<file path="config.mk">
export PLATFORM = sky130hd
export DESIGN_NAME = fsc_top
export DESIGN_NICKNAME = d
export VERILOG_FILES = /design/src/fsc_addr_clamp.v /design/src/fsc_sync.v /design/src/fsc_top.v
export VERILOG_INCLUDE_DIRS = /design/src /design/src/src
export SDC_FILE = /design/constraint.sdc
export NUM_CORES = 1
export LEC_CHECK = 0
export ABC_AREA = 1
export BUFFER_PORTS_ARGS = -buffer_cell sky130_fd_sc_hd__clkbuf_2
export CAP_MARGIN = 5
export CORE_MARGIN = 10
export CORE_UTILIZATION = 59
export CTS_CLUSTER_DIAMETER = 100
export DETAILED_ROUTE_END_ITERATION = 8
export PLACE_DENSITY = 0.89
export REMOVE_ABC_BUFFERS = 1
export SLEW_MARGIN = 0
export SYNTH_ARGS = -nofsm -noshare
export SYNTH_HDL_FRONTEND = slang
export SYNTH_SLANG_ARGS = --single-unit
</file>
<file path="constraint.sdc">
create_clock -name clk_sys -period 4.2 [get_ports clk_sys]
set_clock_uncertainty 0.2 [all_clocks]
set_input_delay 0.84 -clock clk_sys [delete_from_list [all_inputs] [get_ports clk_sys]]
set_output_delay 0.84 -clock clk_sys [all_outputs]
set_load 0.01 [all_outputs]
</file>
<file path="src/fsc_map.vh">
`ifndef FSC_MAP_VH
`define FSC_MAP_VH
// Register byte offsets.
`define FSC_REG_CTRL 8'h00
`define FSC_REG_SWITCH 8'h04
`define FSC_REG_STATUS 8'h08
`define FSC_REG_PARAM 8'h0C
`define FSC_REG_ADDR 8'h10
// Control register fields.
`define FSC_CTRL_OVR_VALID 0
`define FSC_CTRL_OVR_EN 1
// Parameter register fields.
`define FSC_PARAM_EN 0
`define FSC_PARAM_BAUD_LO 1
`define FSC_PARAM_DUPCHK 3
`define FSC_PARAM_BASE_LO 8
// Baud codes.
`define FSC_BAUD_1M 2'h3
`define FSC_BAUD_500K 2'h2
`define FSC_BAUD_250K 2'h1
`define FSC_BAUD_125K 2'h0
// Module type codes.
`define FSC_MOD_NONE 2'h0
`define FSC_MOD_SERIAL 2'h1
`define FSC_MOD_ETH 2'h2
`define FSC_MOD_OTHER 2'h3
// Address limits.
`define FSC_CAN_ADDR_MAX 8'h1F
`define FSC_SER_ADDR_MIN 8'h03
`define FSC_SER_ADDR_MAX 8'h7D
// Settling time after reset before the switch is captured.
`define FSC_SETTLE_NS 1000
`define FSC_CLK_NS 25
`define FSC_SETTLE_CYC ((`FSC_SETTLE_NS + `FSC_CLK_NS - 1) / `FSC_CLK_NS)
`endif

</file>
<file path="src/fsc_addr_clamp.v">
`timescale 1ns/100ps
`default_nettype none
`include "fsc_map.vh"
module fsc_addr_clamp (
    input wire [7:0] base,
    input wire [6:0] offset,
    input wire serial_bus,
    output reg [7:0] addr
);
    reg [8:0] sum;

    always @* begin
        sum = {1'h0, base} + {2'h0, offset};
        if (serial_bus) begin
            if (sum < {1'h0, `FSC_SER_ADDR_MIN})
                addr = `FSC_SER_ADDR_MIN;
            else if (sum > {1'h0, `FSC_SER_ADDR_MAX})
                addr = `FSC_SER_ADDR_MAX;
            else
                addr = sum[7:0];
        end else begin
            if (sum > {1'h0, `FSC_CAN_ADDR_MAX})
                addr = `FSC_CAN_ADDR_MAX;
            else
                addr = sum[7:0];
        end
    end
endmodule // fsc_addr_clamp
`default_nettype wire

</file>
<file path="src/fsc_sync.v">
`timescale 1ns/100ps
`default_nettype none
module fsc_sync #(
    parameter WIDTH = 8
) (
    input wire clk_sys,
    input wire rst_b,
    input wire [WIDTH-1:0] async_in,
    output wire [WIDTH-1:0] sync_out
);
    reg [WIDTH-1:0] meta_q;
    reg [WIDTH-1:0] sync_q;

    always @(posedge clk_sys or negedge rst_b) begin
        if (!rst_b) begin
            meta_q <= {WIDTH{1'h0}};
            sync_q <= {WIDTH{1'h0}};
        end else begin
            meta_q <= async_in;
            sync_q <= meta_q;
        end
    end

    assign sync_out = sync_q;
endmodule // fsc_sync
`default_nettype wire

</file>
<file path="src/fsc_top.v">
// Implementation choices: the register offsets and the strobed register port.
`timescale 1ns/100ps
`default_nettype none
`include "fsc_map.vh"
// Contract
// - Capture switch once after each reset
// - Later switch changes ignored until reset
// - All zero: use stored parameters
// - Nonzero switch overrides stored parameters
// - Position 8 enables communication
// - Two switch bits select CAN baud
// - Address is base plus switch value
// - Clamp address into bus range
// - No module: switch configures built-in CAN
// - Module fitted: CAN never switch-enabled
// - Ethernet, all zero: bus on
// - Ethernet, bits set, pos8 off: off
// - Software may re-enable bus later
// - Bus features come from stored parameters
// - Switch never configures RS485 interface
// - Driver supply needs activation module fitted
module fsc_top #(
    parameter SETTLE_CYC = `FSC_SETTLE_CYC
) (
    input wire clk_sys,
    input wire rst_b,
    input wire [7:0] switch_in,
    input wire [1:0] module_type,
    input wire fieldbus_activation_module,
    input wire [7:0] reg_addr,
    input wire [31:0] reg_wdata,
    input wire reg_wr,
    input wire reg_rd,
    output reg [31:0] reg_rdata,
    output reg captured,
    output reg can_enable,
    output reg [1:0] can_baud,
    output reg [7:0] can_addr,
    output reg can_dupchk,
    output reg mod_enable,
    output reg [7:0] mod_addr,
    output reg drv_supply_en,
    output reg [7:0] rs485_cfg
);
    // ************************************************************
    // Switch synchronisation and one-shot capture
    // ************************************************************
    localparam ST_SETTLE = 3'h1;
    localparam ST_CAPTURE = 3'h2;
    localparam ST_RUN = 3'h4;

    wire [7:0] sw_sync;
    reg [2:0] state_q;
    reg [2:0] state_d;
    reg [15:0] cnt_q;
    reg [7:0] sw_q;
    reg [1:0] type_q;
    reg [31:0] param_q;
    reg [1:0] ctrl_q;

    fsc_sync #(.WIDTH(8)) u_sync (
        .clk_sys(clk_sys),
        .rst_b(rst_b),
        .async_in(switch_in),
        .sync_out(sw_sync)
    );

    always @* begin
        state_d = state_q;
        case (state_q)
            ST_SETTLE: begin
                if (cnt_q >= SETTLE_CYC[15:0])
                    state_d = ST_CAPTURE;
            end
            ST_CAPTURE: state_d = ST_RUN;
            ST_RUN: state_d = ST_RUN;
            default: state_d = ST_SETTLE;
        endcase
    end

    always @(posedge clk_sys or negedge rst_b) begin
        if (!rst_b) begin
            state_q <= ST_SETTLE;
            cnt_q <= 16'h0000;
            sw_q <= 8'h00;
            type_q <= `FSC_MOD_NONE;
        end else begin
            state_q <= state_d;
            if (state_q == ST_SETTLE)
                cnt_q <= cnt_q + 16'h0001;
            // The capture happens in one state only, so it is once per reset.
            if (state_q == ST_CAPTURE) begin
                sw_q <= sw_sync;
                type_q <= module_type;
            end
        end
    end

    // ************************************************************
    // Decoding
    // ************************************************************
    wire sw_zero = (sw_q == 8'h00);
    wire sw_en = sw_q[7];
    wire [1:0] sw_baud = sw_q[6:5];
    wire no_mod = (type_q == `FSC_MOD_NONE);
    wire is_ser = (type_q == `FSC_MOD_SERIAL);
    wire is_eth = (type_q == `FSC_MOD_ETH);
    wire [7:0] base = param_q[`FSC_PARAM_BASE_LO+7:`FSC_PARAM_BASE_LO];
    wire [7:0] can_addr_w;
    wire [7:0] ser_addr_w;
    reg can_en_d;
    reg mod_en_d;
    reg [1:0] baud_d;
    reg [7:0] can_addr_d;
    reg [7:0] mod_addr_d;

    fsc_addr_clamp u_can_clamp (
        .base(base),
        .offset({2'h0, sw_q[4:0]}),
        .serial_bus(1'h0),
        .addr(can_addr_w)
    );

    fsc_addr_clamp u_ser_clamp (
        .base(base),
        .offset(sw_q[6:0]),
        .serial_bus(1'h1),
        .addr(ser_addr_w)
    );

    always @* begin
        can_en_d = param_q[`FSC_PARAM_EN];
        baud_d = param_q[`FSC_PARAM_BAUD_LO+1:`FSC_PARAM_BAUD_LO];
        can_addr_d = base;
        mod_en_d = param_q[`FSC_PARAM_EN];
        mod_addr_d = base;
        if (no_mod) begin
            if (!sw_zero) begin
                can_en_d = sw_en;
                baud_d = sw_baud;
                can_addr_d = can_addr_w;
            end
        end else begin
            can_en_d = 1'h0;
            if (is_eth) begin
                mod_en_d = sw_zero ? 1'h1 : sw_en;
            end else if (!sw_zero) begin
                mod_en_d = sw_en;
                mod_addr_d = is_ser ? ser_addr_w : base;
            end
        end
        if (ctrl_q[`FSC_CTRL_OVR_VALID]) begin
            if (no_mod)
                can_en_d = ctrl_q[`FSC_CTRL_OVR_EN];
            else
                mod_en_d = ctrl_q[`FSC_CTRL_OVR_EN];
        end
    end

    // ************************************************************
    // Register port and registered outputs
    // ************************************************************
    wire running = (state_q == ST_RUN);

    always @(posedge clk_sys or negedge rst_b) begin
        if (!rst_b) begin
            param_q <= 32'h00000000;
            ctrl_q <= 2'h0;
            reg_rdata <= 32'h00000000;
            captured <= 1'h0;
            can_enable <= 1'h0;
            can_baud <= `FSC_BAUD_125K;
            can_addr <= 8'h00;
            can_dupchk <= 1'h0;
            mod_enable <= 1'h0;
            mod_addr <= 8'h00;
            drv_supply_en <= 1'h0;
            rs485_cfg <= 8'h00;
        end else begin
            if (reg_wr && reg_addr == `FSC_REG_CTRL)
                ctrl_q <= reg_wdata[1:0];
            if (reg_wr && reg_addr == `FSC_REG_PARAM)
                param_q <= reg_wdata;
            reg_rdata <= 32'h00000000;
            if (reg_rd) begin
                case (reg_addr)
                    `FSC_REG_CTRL: reg_rdata <= {30'h0, ctrl_q};
                    `FSC_REG_SWITCH: reg_rdata <= {24'h0, sw_q};
                    `FSC_REG_STATUS: reg_rdata <= {24'h0, running,
                        drv_supply_en, type_q, mod_enable, can_enable,
                        can_baud};
                    `FSC_REG_PARAM: reg_rdata <= param_q;
                    `FSC_REG_ADDR: reg_rdata <= {16'h0, mod_addr, can_addr};
                    default: reg_rdata <= 32'h00000000;
                endcase
            end
            captured <= running;
            // Both enables stay off until the capture is done, so the bus
            // never starts on an unsettled switch value.
            can_enable <= running & can_en_d;
            can_baud <= baud_d;
            can_addr <= can_addr_d;
            can_dupchk <= param_q[`FSC_PARAM_DUPCHK];
            mod_enable <= running & mod_en_d;
            mod_addr <= mod_addr_d;
            drv_supply_en <= fieldbus_activation_module;
            rs485_cfg <= param_q[31:24];
        end
    end
endmodule // fsc_top
`default_nettype wire
</file>
Yosys cells after proc, flatten, opt, wreduce, memory -nomap -nowiden
Index checks and enable logic that the tools add are counted.
W data, S select, Z words.
{ "classes": {"n_addsub": 3, "n_lt_le_gt_ge": 4, "eq_ne": 10, "n_mux": 24, "n_bitwise": 2, "n_reduce_logical": 6} }
{ "ops": {"columns": ["cell", "n"], "rows": [
  ["$pmux W32 S5", 1],
  ["$mux W8", 9],
  ["$mux W32", 1],
  ["$add A16 B1 Y16 const B", 1],
  ["$eq A8 B4 Y1 const B", 2],
  ["$ge A16 B6 Y1 const B", 1],
  ["$logic_not A8 Y1", 2],
  ["$add A8 B5 Y9", 1],
  ["$add A8 B7 Y9", 1],
  ["$gt A9 B5 Y1 const B", 1],
  ["$gt A9 B7 Y1 const B", 1],
  ["$lt A9 B2 Y1 const B", 1],
  ["$mux W1", 9],
  ["$eq A8 B3 Y1 const B", 1],
  ["$eq A8 B5 Y1 const B", 1],
  ["$pmux W3 S2", 1],
  ["$mux W2", 2],
  ["$eq A3 B1 Y1 const B", 1],
  ["$eq A3 B2 Y1 const B", 1],
  ["$eq A3 B3 Y1 const B", 1],
  ["$mux W3", 1],
  ["$and A1 B1 Y1", 2],
  ["$eq A2 B1 Y1 const B", 1],
  ["$eq A2 B2 Y1 const B", 1],
  ["other kinds (4)", 5]
]} }
{ "totals": {"regBits": 142, "inputBits": 55, "output_inout_bits": 63, "wordCells": 67} }

Longest topological paths before layout
Gate-level depths: netlist of the first run.
{ "logic_depth": {"word_depth": 8, "ltp_mapped": 14, "mapped_depth_nobuf": 14} }

Cells and area by module
A second synthesis of the first run with hierarchy kept.
{ "unflattened": {"hier_cells": 802, "hier_area_um2": 6876.6} }
{ "modules_own_cells": {"columns": ["mod", "n_inst", "cells_each", "area_per_inst_um2", "seq_area_each_um2"], "rows": [
  ["fsc_top", 1, 560, 5270.1, 3154.3],
  ["fsc_addr_clamp", 2, 113, 603.1, 0.0],
  ["fsc_sync", 1, 16, 400.4, 400.4]
]} }

Least setup slack after synthesis of the first run
Ideal clock, no wire load.
{ "synth_timing": {"kind": "register to register", "start": "register sw_q[0]", "end": "register mod_addr[1]", "setup_time_ps": 117, "arrival_time_ps": 1830, "required_ps": 3883, "setup_slack_ps": 2054, "stages_incl_launch_ff": 13, "n_path_buf": 0, "period_less_slack_ps": 2146, "path_cell_list": "dfrtp_1 > ha_1 > fa_1 > nand2_1 > nand2_1 > nand3_1 > nand2_1 > inv_2 > nand3_1 > o21ai_2 > nor2_1 > nor2_1 > nor2_1"} }
{ "synth_via": {"elab_chain_len": 8, "word_cells_on_any_way": 10, "cone_classes": "1 x add/sub; 2 x order compare; 6 x mux; 1 x reduce/logical"} }
{ "synth_lines": {"columns": ["item", "line_no", "text"], "rows": [
  ["start, declared", "fsc_top.v:56", "reg [7:0] sw_q;"],
  ["start signal, assigned", "fsc_top.v:93", "sw_q <= sw_sync;"],
  ["$add A8 B7 Y9", "fsc_addr_clamp.v:13", "sum = {1'h0, base} + {2'h0, offset};"],
  ["$gt A9 B7 Y1", "fsc_addr_clamp.v:17", "else if (sum > {1'h0, `FSC_SER_ADDR_MAX})"],
  ["$mux W8", "fsc_addr_clamp.v:17", null],
  ["$mux W8", "fsc_addr_clamp.v:15", "if (sum < {1'h0, `FSC_SER_ADDR_MIN})"],
  ["$mux W8", "fsc_top.v:149", "mod_addr_d = is_ser ? ser_addr_w : base;"],
  ["$mux W8 *", "fsc_top.v:147", "end else if (!sw_zero) begin"],
  ["$mux W8 *", "fsc_top.v:145", "if (is_eth) begin"],
  ["$mux W8 *", "fsc_top.v:137", "if (no_mod) begin"],
  ["via mod_addr_d[1]", "fsc_top.v:115", "reg [7:0] mod_addr_d;"],
  ["end signal, assigned", "fsc_top.v:205", "mod_addr <= mod_addr_d;"],
  ["end, declared", "fsc_top.v:41", "output reg [7:0] mod_addr,"]
]} }
Mark *: on every way through the listed nets, which the timed path passes. The rest lies on a longest branch.
A chain may end at the register's enable or synchronous reset.

Final worst setup path of the first run
Ends and elaborated chain as after synthesis.

==> results of run 1 <==
-- through the flow --
stage          hold WS [ps]  instances  worst slack [ps]  power (mW)
4_1_cts                 148        872              1700        3.15
3_3_place_gp            133        842              1530        1.70
5_1_grt                 151        872              1500        3.25
3_5_place_dp            136        842              1450        1.71
6_report                146        872              1640        3.14
2_1_floorplan           131        591              1840        1.59
-- cell families (layout without fill, tap and decap cells) --
logic type	count (synthesis)	in the layout	share of synthesized area, %
simple gates	253	253	19.4
flops	142	142	59.9
buf+inv	92	229	6.39
compound gates	76	76	7.06
xor+xnor	15	15	2.21
mux	14	14	2.78
fa+ha+maj	10	10	2.23
-- layer usage --
| layer | up-vias | share of wire, % | track usage (%) |
|---|---|---|---|
| li1 | 2177 | - | - |
| met1 | 2312 | 38 | 24.5 |
| met2 | 245 | 50 | 36.9 |
| met3 | 39 | 9.6 | 7.17 |
| met4 | 0 | 2.2 | 8.45 |
| met5 | - | 0 | 0 |
-- flip-flops by register name, indices dropped and copies added, names as in the netlist, 2 cells and up --
name             count
param_q             32
ctrl_q               2
rs485_cfg            8
u_sync.meta_q        8
state_q              3
mod_addr             8
sw_q                 8
type_q               2
can_addr             8
u_sync.sync_out      8
can_baud             2
cnt_q               16
reg_rdata           32
-- cell type report --
cell class,instances,area share (%)
Sequential cell,142,49.3
Multi-Input combinational cell,368,27.8
Timing Repair Buffer,118,8.49
Clock buffer,20,5.90
Inverter,81,4.24
Tap cell,133,2.31
Clock inverter,10,1.96
-- worst max path at each step --
stage	end	slack, ps	depth (start not counted)
detailed placement	param_q[9]	1450	8
CTS	mod_addr[1]	1700	12
global route	mod_addr[1]	1500	13
floorplan	param_q[10]	1840	7
global placement	param_q[5]	1530	8
finish	mod_addr[1]	1640	12
-- worst reg2reg max path: cells and delay by family (launching register included) --
family                   cells  cell delay [ps]
AO/OA/AOI/OAI                1              250
adder cells (fa/ha/maj)      2              670
buffers and inverters        1               80
flip-flops                   1              460
AND/OR/NAND/NOR              8              780
-- cell usage in the layout (no fill, tap or decap), drive strengths merged, types with 5 or more instances in the layout --
master and instances:
xor2 10, ha 9, o22ai 8, xnor2 5
mux2 14, nor2 103, nand3 37, inv 80
o21ai 20, nand4 6, clkbuf 136, a21oi 41
clkinv 6, nor3 8, dfrtp 141, nand2 93
-- power by group --
part | switching (mW) | internal, mW
Combinational | 0.155 | 0.0851
Sequential | 0.0396 | 1.42
Clock | 0.549 | 0.899
==> key figures, run 1 <==
Status
  • Outcome: finished, final reports clean

Global routing
  • GRT Total Usage: 21.5%
  • Largest net degree at the start of global routing: 95
  • First-pass GRT wire length: 24.8 mm
  • Total congestion overflow: 0
  • Number of global-route vias before repair: 4925
  • Initial antenna violation count: 0

Die
  • Ports: 118
  • Initial Utilization: 60.7%
  • Die W: 120 microns
  • CORE AREA: 0.00977 sq mm
  • Die height: 120 microns
  • Std cell rows: 36
  • Area of the die: 0.0145 sq mm

Setup path
  • Arr. time, crit path: 2770 ps
  • Crit-path max FO: 5
  • WP buf/inv: 1
  • Reg2Reg Depth: 12
  • Worst path slowest cell: dfrtp_1
  • Worst path required time: 4410 ps
  • End of the worst register-to-register path: mod_addr[1]
  • Crit end category: flop
  • FF-to-FF Start: sw_q[0]
  • Worst-path cell chain: ha_1, fa_1, nand2_1, nand2_1, nand3_1, nand2_1, inv_2, nand3_1, o21ai_2, nor2_1, nor2_1, nor2_1
  • Crit path largest cell delay: 460 ps
  • CP Launch Type: flop
  • Reg2reg setup slack: 1640 ps
  • Critical Path Start: sw_q[0]
  • CP delay by family, top: simple AND/OR/NAND/NOR gates
  • Critical path class: flop to flop

CTS
  • Hold-fix buffers at CTS: 0
  • Clk sinks: 142
  • CTS clk-pin slew, worst paths: 60 ps
  • Setup Buffers After CTS: 0
  • Latest clock arrival within the worst-skew pair: 520 ps
  • H-tree depth: 4
  • Root Driver: clkbuf_8
  • Clock buffer count from CTS: 17
  • PostCTS Resize Cnt: 0
  • CTS tree: yes
  • CTS Buffer Depth: 2

Drt
  • DRT Pass-1 Iters: 5
  • Antenna viol nets, final: 0
  • Post-DR wirelength/cell: 17.6 microns
  • Drt total wl: 15.4 mm
  • Total vias in the final route: 4773
  • Vias per inst: 5.47
  • DR iter-0 viols: 480
  • DRC viols: 0

Timing
  • Slew @ Worst Pin: 824 ps
  • Final hold vios: 0
  • Crit path time final: 2560 ps
  • Fin crit share: 61.0%
  • Slew Limit Fails: 0
  • Worst slew margin: 45.1%
  • RSZ-0062 raised after global routing: false
  • Fmax: 0.390 GHz
  • Setup TNS: 0 ps
  • Final setup fails: 0

Cells and area
  • Design area: 0.00721 sq mm
  • Antenna diodes: 0
  • Fillers: 625
  • Area of the multi-input gates: 0.00200 sq mm
  • FF/Latch Area: 0.00355 sq mm
  • Share of cells above drive strength 1: 25.3%
  • Core Util, Final: 73.7%
  • Area Growth Syn to Fin: 21.4%
  • Nets: 793

Min path
  • Min-delay worst type: flop to flop
  • Hold_sp: u_sync.meta_q[5]
  • Worst hold endpoint: u_sync.sync_out[5]
  • Hold path depth: 0

Placed design
  • Cell Area, Placed: 0.00664 sq mm
  • Detailed Place HPWL: 11.0 mm
  • Final GP Congestion: 0.980
  • Port Buf Inserts: 117

Pwr
  • PD cells: 436 mW/mm^2
  • Cell leakage power: 3.81 nW
  • Worst VDD drop: 0.240 mV

Synth
  • Synth area leader: dfrtp_1
  • FFs w/ async S/R, synth: 100%
  • Yosys warning count: 0
  • Flops & latches, synth: 142
  • Main area contributors after synthesis: dfrtp_1 (59%), nor2_1 (6.1%), nand2_1 (5.8%)
  • Count leader, synth: dfrtp_1
  • Cell variety after synth: 44
  • Main synth FF type: dfrtp_1
  • Post-Synthesis Cells: 602
  • Synth top cells by count: dfrtp_1 (141), nor2_1 (96), nand2_1 (91)
  • Sequential fraction of the synthesis area: 59.9%
  • Synthesized area: 0.00594 sq mm
  • Avg Cell Area, Syn: 9.86 sq um
  • Yosys top cell area share: 59.4%
  • Post-synth EDFFs: 0

Run
  • Max capacitance violation total: 0
(Power assumes the default switching activity.)
==> inputs of run 2 (changes only) <==
--- a/config.mk
+++ b/config.mk
@@ -6,14 +6,14 @@
 export SDC_FILE = /design/constraint.sdc
 export NUM_CORES = 1
 export LEC_CHECK = 0
-export ABC_AREA = 1
+export ABC_AREA = 0
 export BUFFER_PORTS_ARGS = -buffer_cell sky130_fd_sc_hd__clkbuf_2
 export CAP_MARGIN = 5
 export CORE_MARGIN = 10
-export CORE_UTILIZATION = 59
+export CORE_UTILIZATION = 49
 export CTS_CLUSTER_DIAMETER = 100
 export DETAILED_ROUTE_END_ITERATION = 8
-export PLACE_DENSITY = 0.89
+export PLACE_DENSITY = 0.79
 export REMOVE_ABC_BUFFERS = 1
 export SLEW_MARGIN = 0
 export SYNTH_ARGS = -nofsm -noshare
==> constraint.sdc (replaced) <==
create_clock -name clk_sys -period 2.3 [get_ports clk_sys]
set_clock_uncertainty 0.2 [all_clocks]
set_input_delay 0.46 -clock clk_sys [delete_from_list [all_inputs] [get_ports clk_sys]]
set_output_delay 0.46 -clock clk_sys [all_outputs]
set_load 0.01 [all_outputs]
==> run 2 against run 1 <==
Synthesized cell count shrank 32%. Critical endpoint is now mod_addr[0]. Via count is 8.8% lower. The flow now finishes with violations (negative setup slack). Highest routed layer unchanged. Combinational power grew 120%. Maximum frequency fell by 4.3%. Sequential share of layout area down 3.1 points. Non-clock buffer count up 56. Clock-buffer cell count did not move. Utilization is 6.7 points lower.
==> key figures, run 2 <==
Status
  • Outcome: finished with violations
  • Failing checks: negative setup slack

Drt
  • DR iter-0 viols: 397 (-17%)
  • Drt total wl: 16.2 mm (+5.2%)
  • DRT Pass-1 Iters: 6 (+1)
  • Post-DR wirelength/cell: 21.6 microns (+23%)
  • Antenna viol nets, final: 0 (unchanged)
  • DRC viols: 0 (unchanged)
  • Total vias in the final route: 4354 (-8.8%)
  • Vias per inst: 5.83 (+6.5%)

Pwr
  • Switching power: 1.41 mW (+89%)
  • Comb pwr share: 8.7% (+1.1 points)
  • Sequential group share of total power: 43.5% (-2.8 points)
  • Switching Fraction: 23.1% (-0.54 points)
  • Cell leakage power: 3.99 nW (+4.7%)
  • Clock power frac: 47.8% (+1.8 points)
  • Internal power: 4.69 mW (+95%)
  • Worst VDD drop: 0.684 mV (+180%)
  • PD cells: 792 mW/mm^2 (+82%)
  • Final Total Pwr: 6.10 mW (+94%)

Synth
  • Yosys warning count: 0 (unchanged)
  • Main area contributors after synthesis: dfrtp_1 (61%), mux2_4 (7.8%), mux2_2 (2.7%)
  • Synth area leader: dfrtp_1
  • Post-synth EDFFs: 0 (unchanged)
  • Main combinational cell family by area after synthesis: multiplexers
  • Yosys top cell area share: 61.4% (+2.0 points)
  • Synth top cells by count: dfrtp_1 (141), mux2_4 (30), and3_1 (24)
  • Post-Synth XOR/XNOR Area: 2.90% (+0.68 points)
  • Synth Area in Compound Gates: 8.99% (+1.9 points)
  • Simple-gate area share of the yosys netlist: 10.9% (-8.5 points)
  • Count leader, synth: dfrtp_1
  • Avg Cell Area, Syn: 13.9 sq um (+41%)
  • Synthesized-area fraction occupied by adder cells: 2.31% (+0.073 points)
  • Cell variety after synth: 54 (+23%)
  • Flops & latches, synth: 142 (unchanged)
  • Post-Synthesis Cells: 412 (-32%)
  • Sequential fraction of the synthesis area: 61.9% (+2.0 points)
  • Synthesized area: 0.00575 sq mm (-3.2%)
  • Main synth FF type: dfrtp_1
  • Multiplexer share of the synthesized area: 10.9% (+8.1 points)
  • FFs w/ async S/R, synth: 100% (unchanged)

Die
  • Ports: 118 (unchanged)
  • Area of the die: 0.0165 sq mm (+14%)
  • CORE AREA: 0.0115 sq mm (+17%)
  • Std cell rows: 39 (+8.3%)
  • Die W: 128 microns (+6.6%)
  • Die height: 128 microns (+6.6%)
  • Initial Utilization: 50.1% (-11 points)

CTS
  • Clk sinks: 142 (unchanged)
  • Root Driver: clkbuf_16
  • Latest clock arrival within the worst-skew pair: 420 ps (-100 ps)
  • CTS clk-pin slew, worst paths: 60 ps (about the same)
  • CTS tree: yes
  • H-tree depth: 4 (unchanged)
  • Clock buffer count from CTS: 17 (unchanged)
  • CTS Buffer Depth: 2 (unchanged)

Setup path
  • CP Launch Type: flop
  • Crit end category: flop
  • Reg2reg setup slack: -380 ps (-2020 ps)
  • Critical path class: flop to flop
  • Arr. time, crit path: 2770 ps (about the same)
  • Crit-path max FO: 3 (-2)
  • Worst path required time: 2390 ps (-2020 ps)

Timing
  • Final hold vios: 0 (unchanged)
  • RSZ-0062 raised after global routing: true
  • Final setup fails: 13 (+13)
  • Fin crit share: 116% (+55 points)
  • Slew Limit Fails: 0 (unchanged)
  • Slew @ Worst Pin: 648 ps (-176 ps)
  • Post-route worst setup slack: -377 ps (-2020 ps)
  • Worst slew margin: 56.5% (+11 points)
  • Fmax: 0.374 GHz (-4.3%)
  • Crit path time final: 2680 ps (+116 ps)

Min path
  • Min-delay worst type: primary input to flop

Run
  • Max capacitance violation total: 0 (unchanged)

Cells and area
  • Most frequent cells in the layout: dfrtp_1 (141), clkbuf_2 (116), buf_4 (44)
  • Top flop regs: param_q x32, reg_rdata x32, cnt_q x16
  • Finished Layout Cells: 747 (-14%)
  • Nets: 656 (-17%)
  • Antenna diodes: 0 (unchanged)
  • Share of cells above drive strength 1: 44.4% (+19 points)
  • Area Growth Syn to Fin: 33.9%
  • Design area: 0.00769 sq mm (+6.7%)
  • Commonest non-fill, non-tap cell in the layout: dfrtp_1

Global routing
  • Initial antenna violation count: 0 (unchanged)
  • Total congestion overflow: 0 (unchanged)
  • Number of global-route vias before repair: 4466 (-9.3%)
  • Largest net degree at the start of global routing: 54 (-43%)
  • First-pass GRT wire length: 24.0 mm (-3.1%)
  • GRT Total Usage: 18.5% (-3.0 points)

Placed design
  • DP Cell Count: 701 (-17%)
  • Worst slack, placed: -293 ps (-1750 ps)
  • Final GP Congestion: 0.914 (-6.7%)
  • Cell Area, Placed: 0.00679 sq mm (+2.3%)
  • Detailed Place HPWL: 10.6 mm (-2.9%)
  • Port Buf Inserts: 117 (unchanged)
[run 2: cell count changes in the layout (fill, tap and decap cells not counted), sizes merged, moves of 24 or more]
cell   before  now
nor2      103   12
nand2      93   20
inv        80   12
buf         2   48
nand3      37    0
a21oi      41   10
mux2       14   44
and3        0   24
[run 2: cell type report]
type                            count  area, sq um
Inverter                           10         37.5
Sequential cell                   142         3550
Fill cell                         738         3770
Tap cell                          143          179
Timing Repair Buffer              174         1080
Multi-Input combinational cell    246         2210
Clock buffer                       20          447
Clock inverter                     12          184
[run 2: metrics by stage]
step / TNS (ps) / util (%) / hold slack, ps
floorplan: -18220 / - / -35.6
global placement: -2970 / 59.2 / 136
detailed placement: -4740 / 59.2 / 140
CTS: -751 / 66.0 / 65.0
global route: -2140 / 67.1 / 63.9
finish: -1820 / 67.1 / 76.6
[run 2: logic make-up after synthesis]
group / Yosys count
fa+ha+maj: 10
simple gates: 104
buf+inv: 24
compound gates: 67
mux: 46
flops: 142
xor+xnor: 19
[run 2: final timing paths]
path / start / endpoint / cells after the start
min in group asynchronous: rst_b / rs485_cfg[5] / 2
max: sw_q[0] / mod_addr[0] / 7
max reg2reg: sw_q[0] / mod_addr[0] / 7
min: reg_wdata[24] / param_q[24] / 2
max in group asynchronous: rst_b / state_q[0] / 3
min reg2reg: u_sync.meta_q[4] / u_sync.sync_out[4] / 0
[run 2: power groups by stage]
stage / logic [mW] / registers (mW) / clock network, mW
2_1_floorplan: 0.169 / 2.69 / 0
3_3_place_gp: 0.430 / 2.68 / 0
3_5_place_dp: 0.446 / 2.69 / 0
4_1_cts: 0.480 / 2.65 / 2.93
5_1_grt: 0.566 / 2.65 / 3.03
6_report: 0.530 / 2.65 / 2.92
[run 2: metal layers]
layer	GRT usage [%]	wire length, microns
met1	21.9	6220
met2	31.2	8130
met3	5.33	1410
met4	6.89	388
met5	0	0
[run 2: critical path: stages, from the launching register on]
cell and delay (ps):
dfrtp_1 390, ha_2 210, fa_2 390, a21o_4 250, a221oi_4 310, xnor2_2 180, and4_1 240, o41a_1 380
[run 2: repair_timing]
| item | 4_1_cts | 5_1_grt |
|---|---|---|
| endpoints found under the setup margin | 12 | 13 |
| setup buffers | 2 | 2 |
| pin swaps | 4 | 12 |
| hold endpoints to repair | 59 | 0 |
| resized for setup | 7 | 19 |
| hold buffers | 10 | 0 |
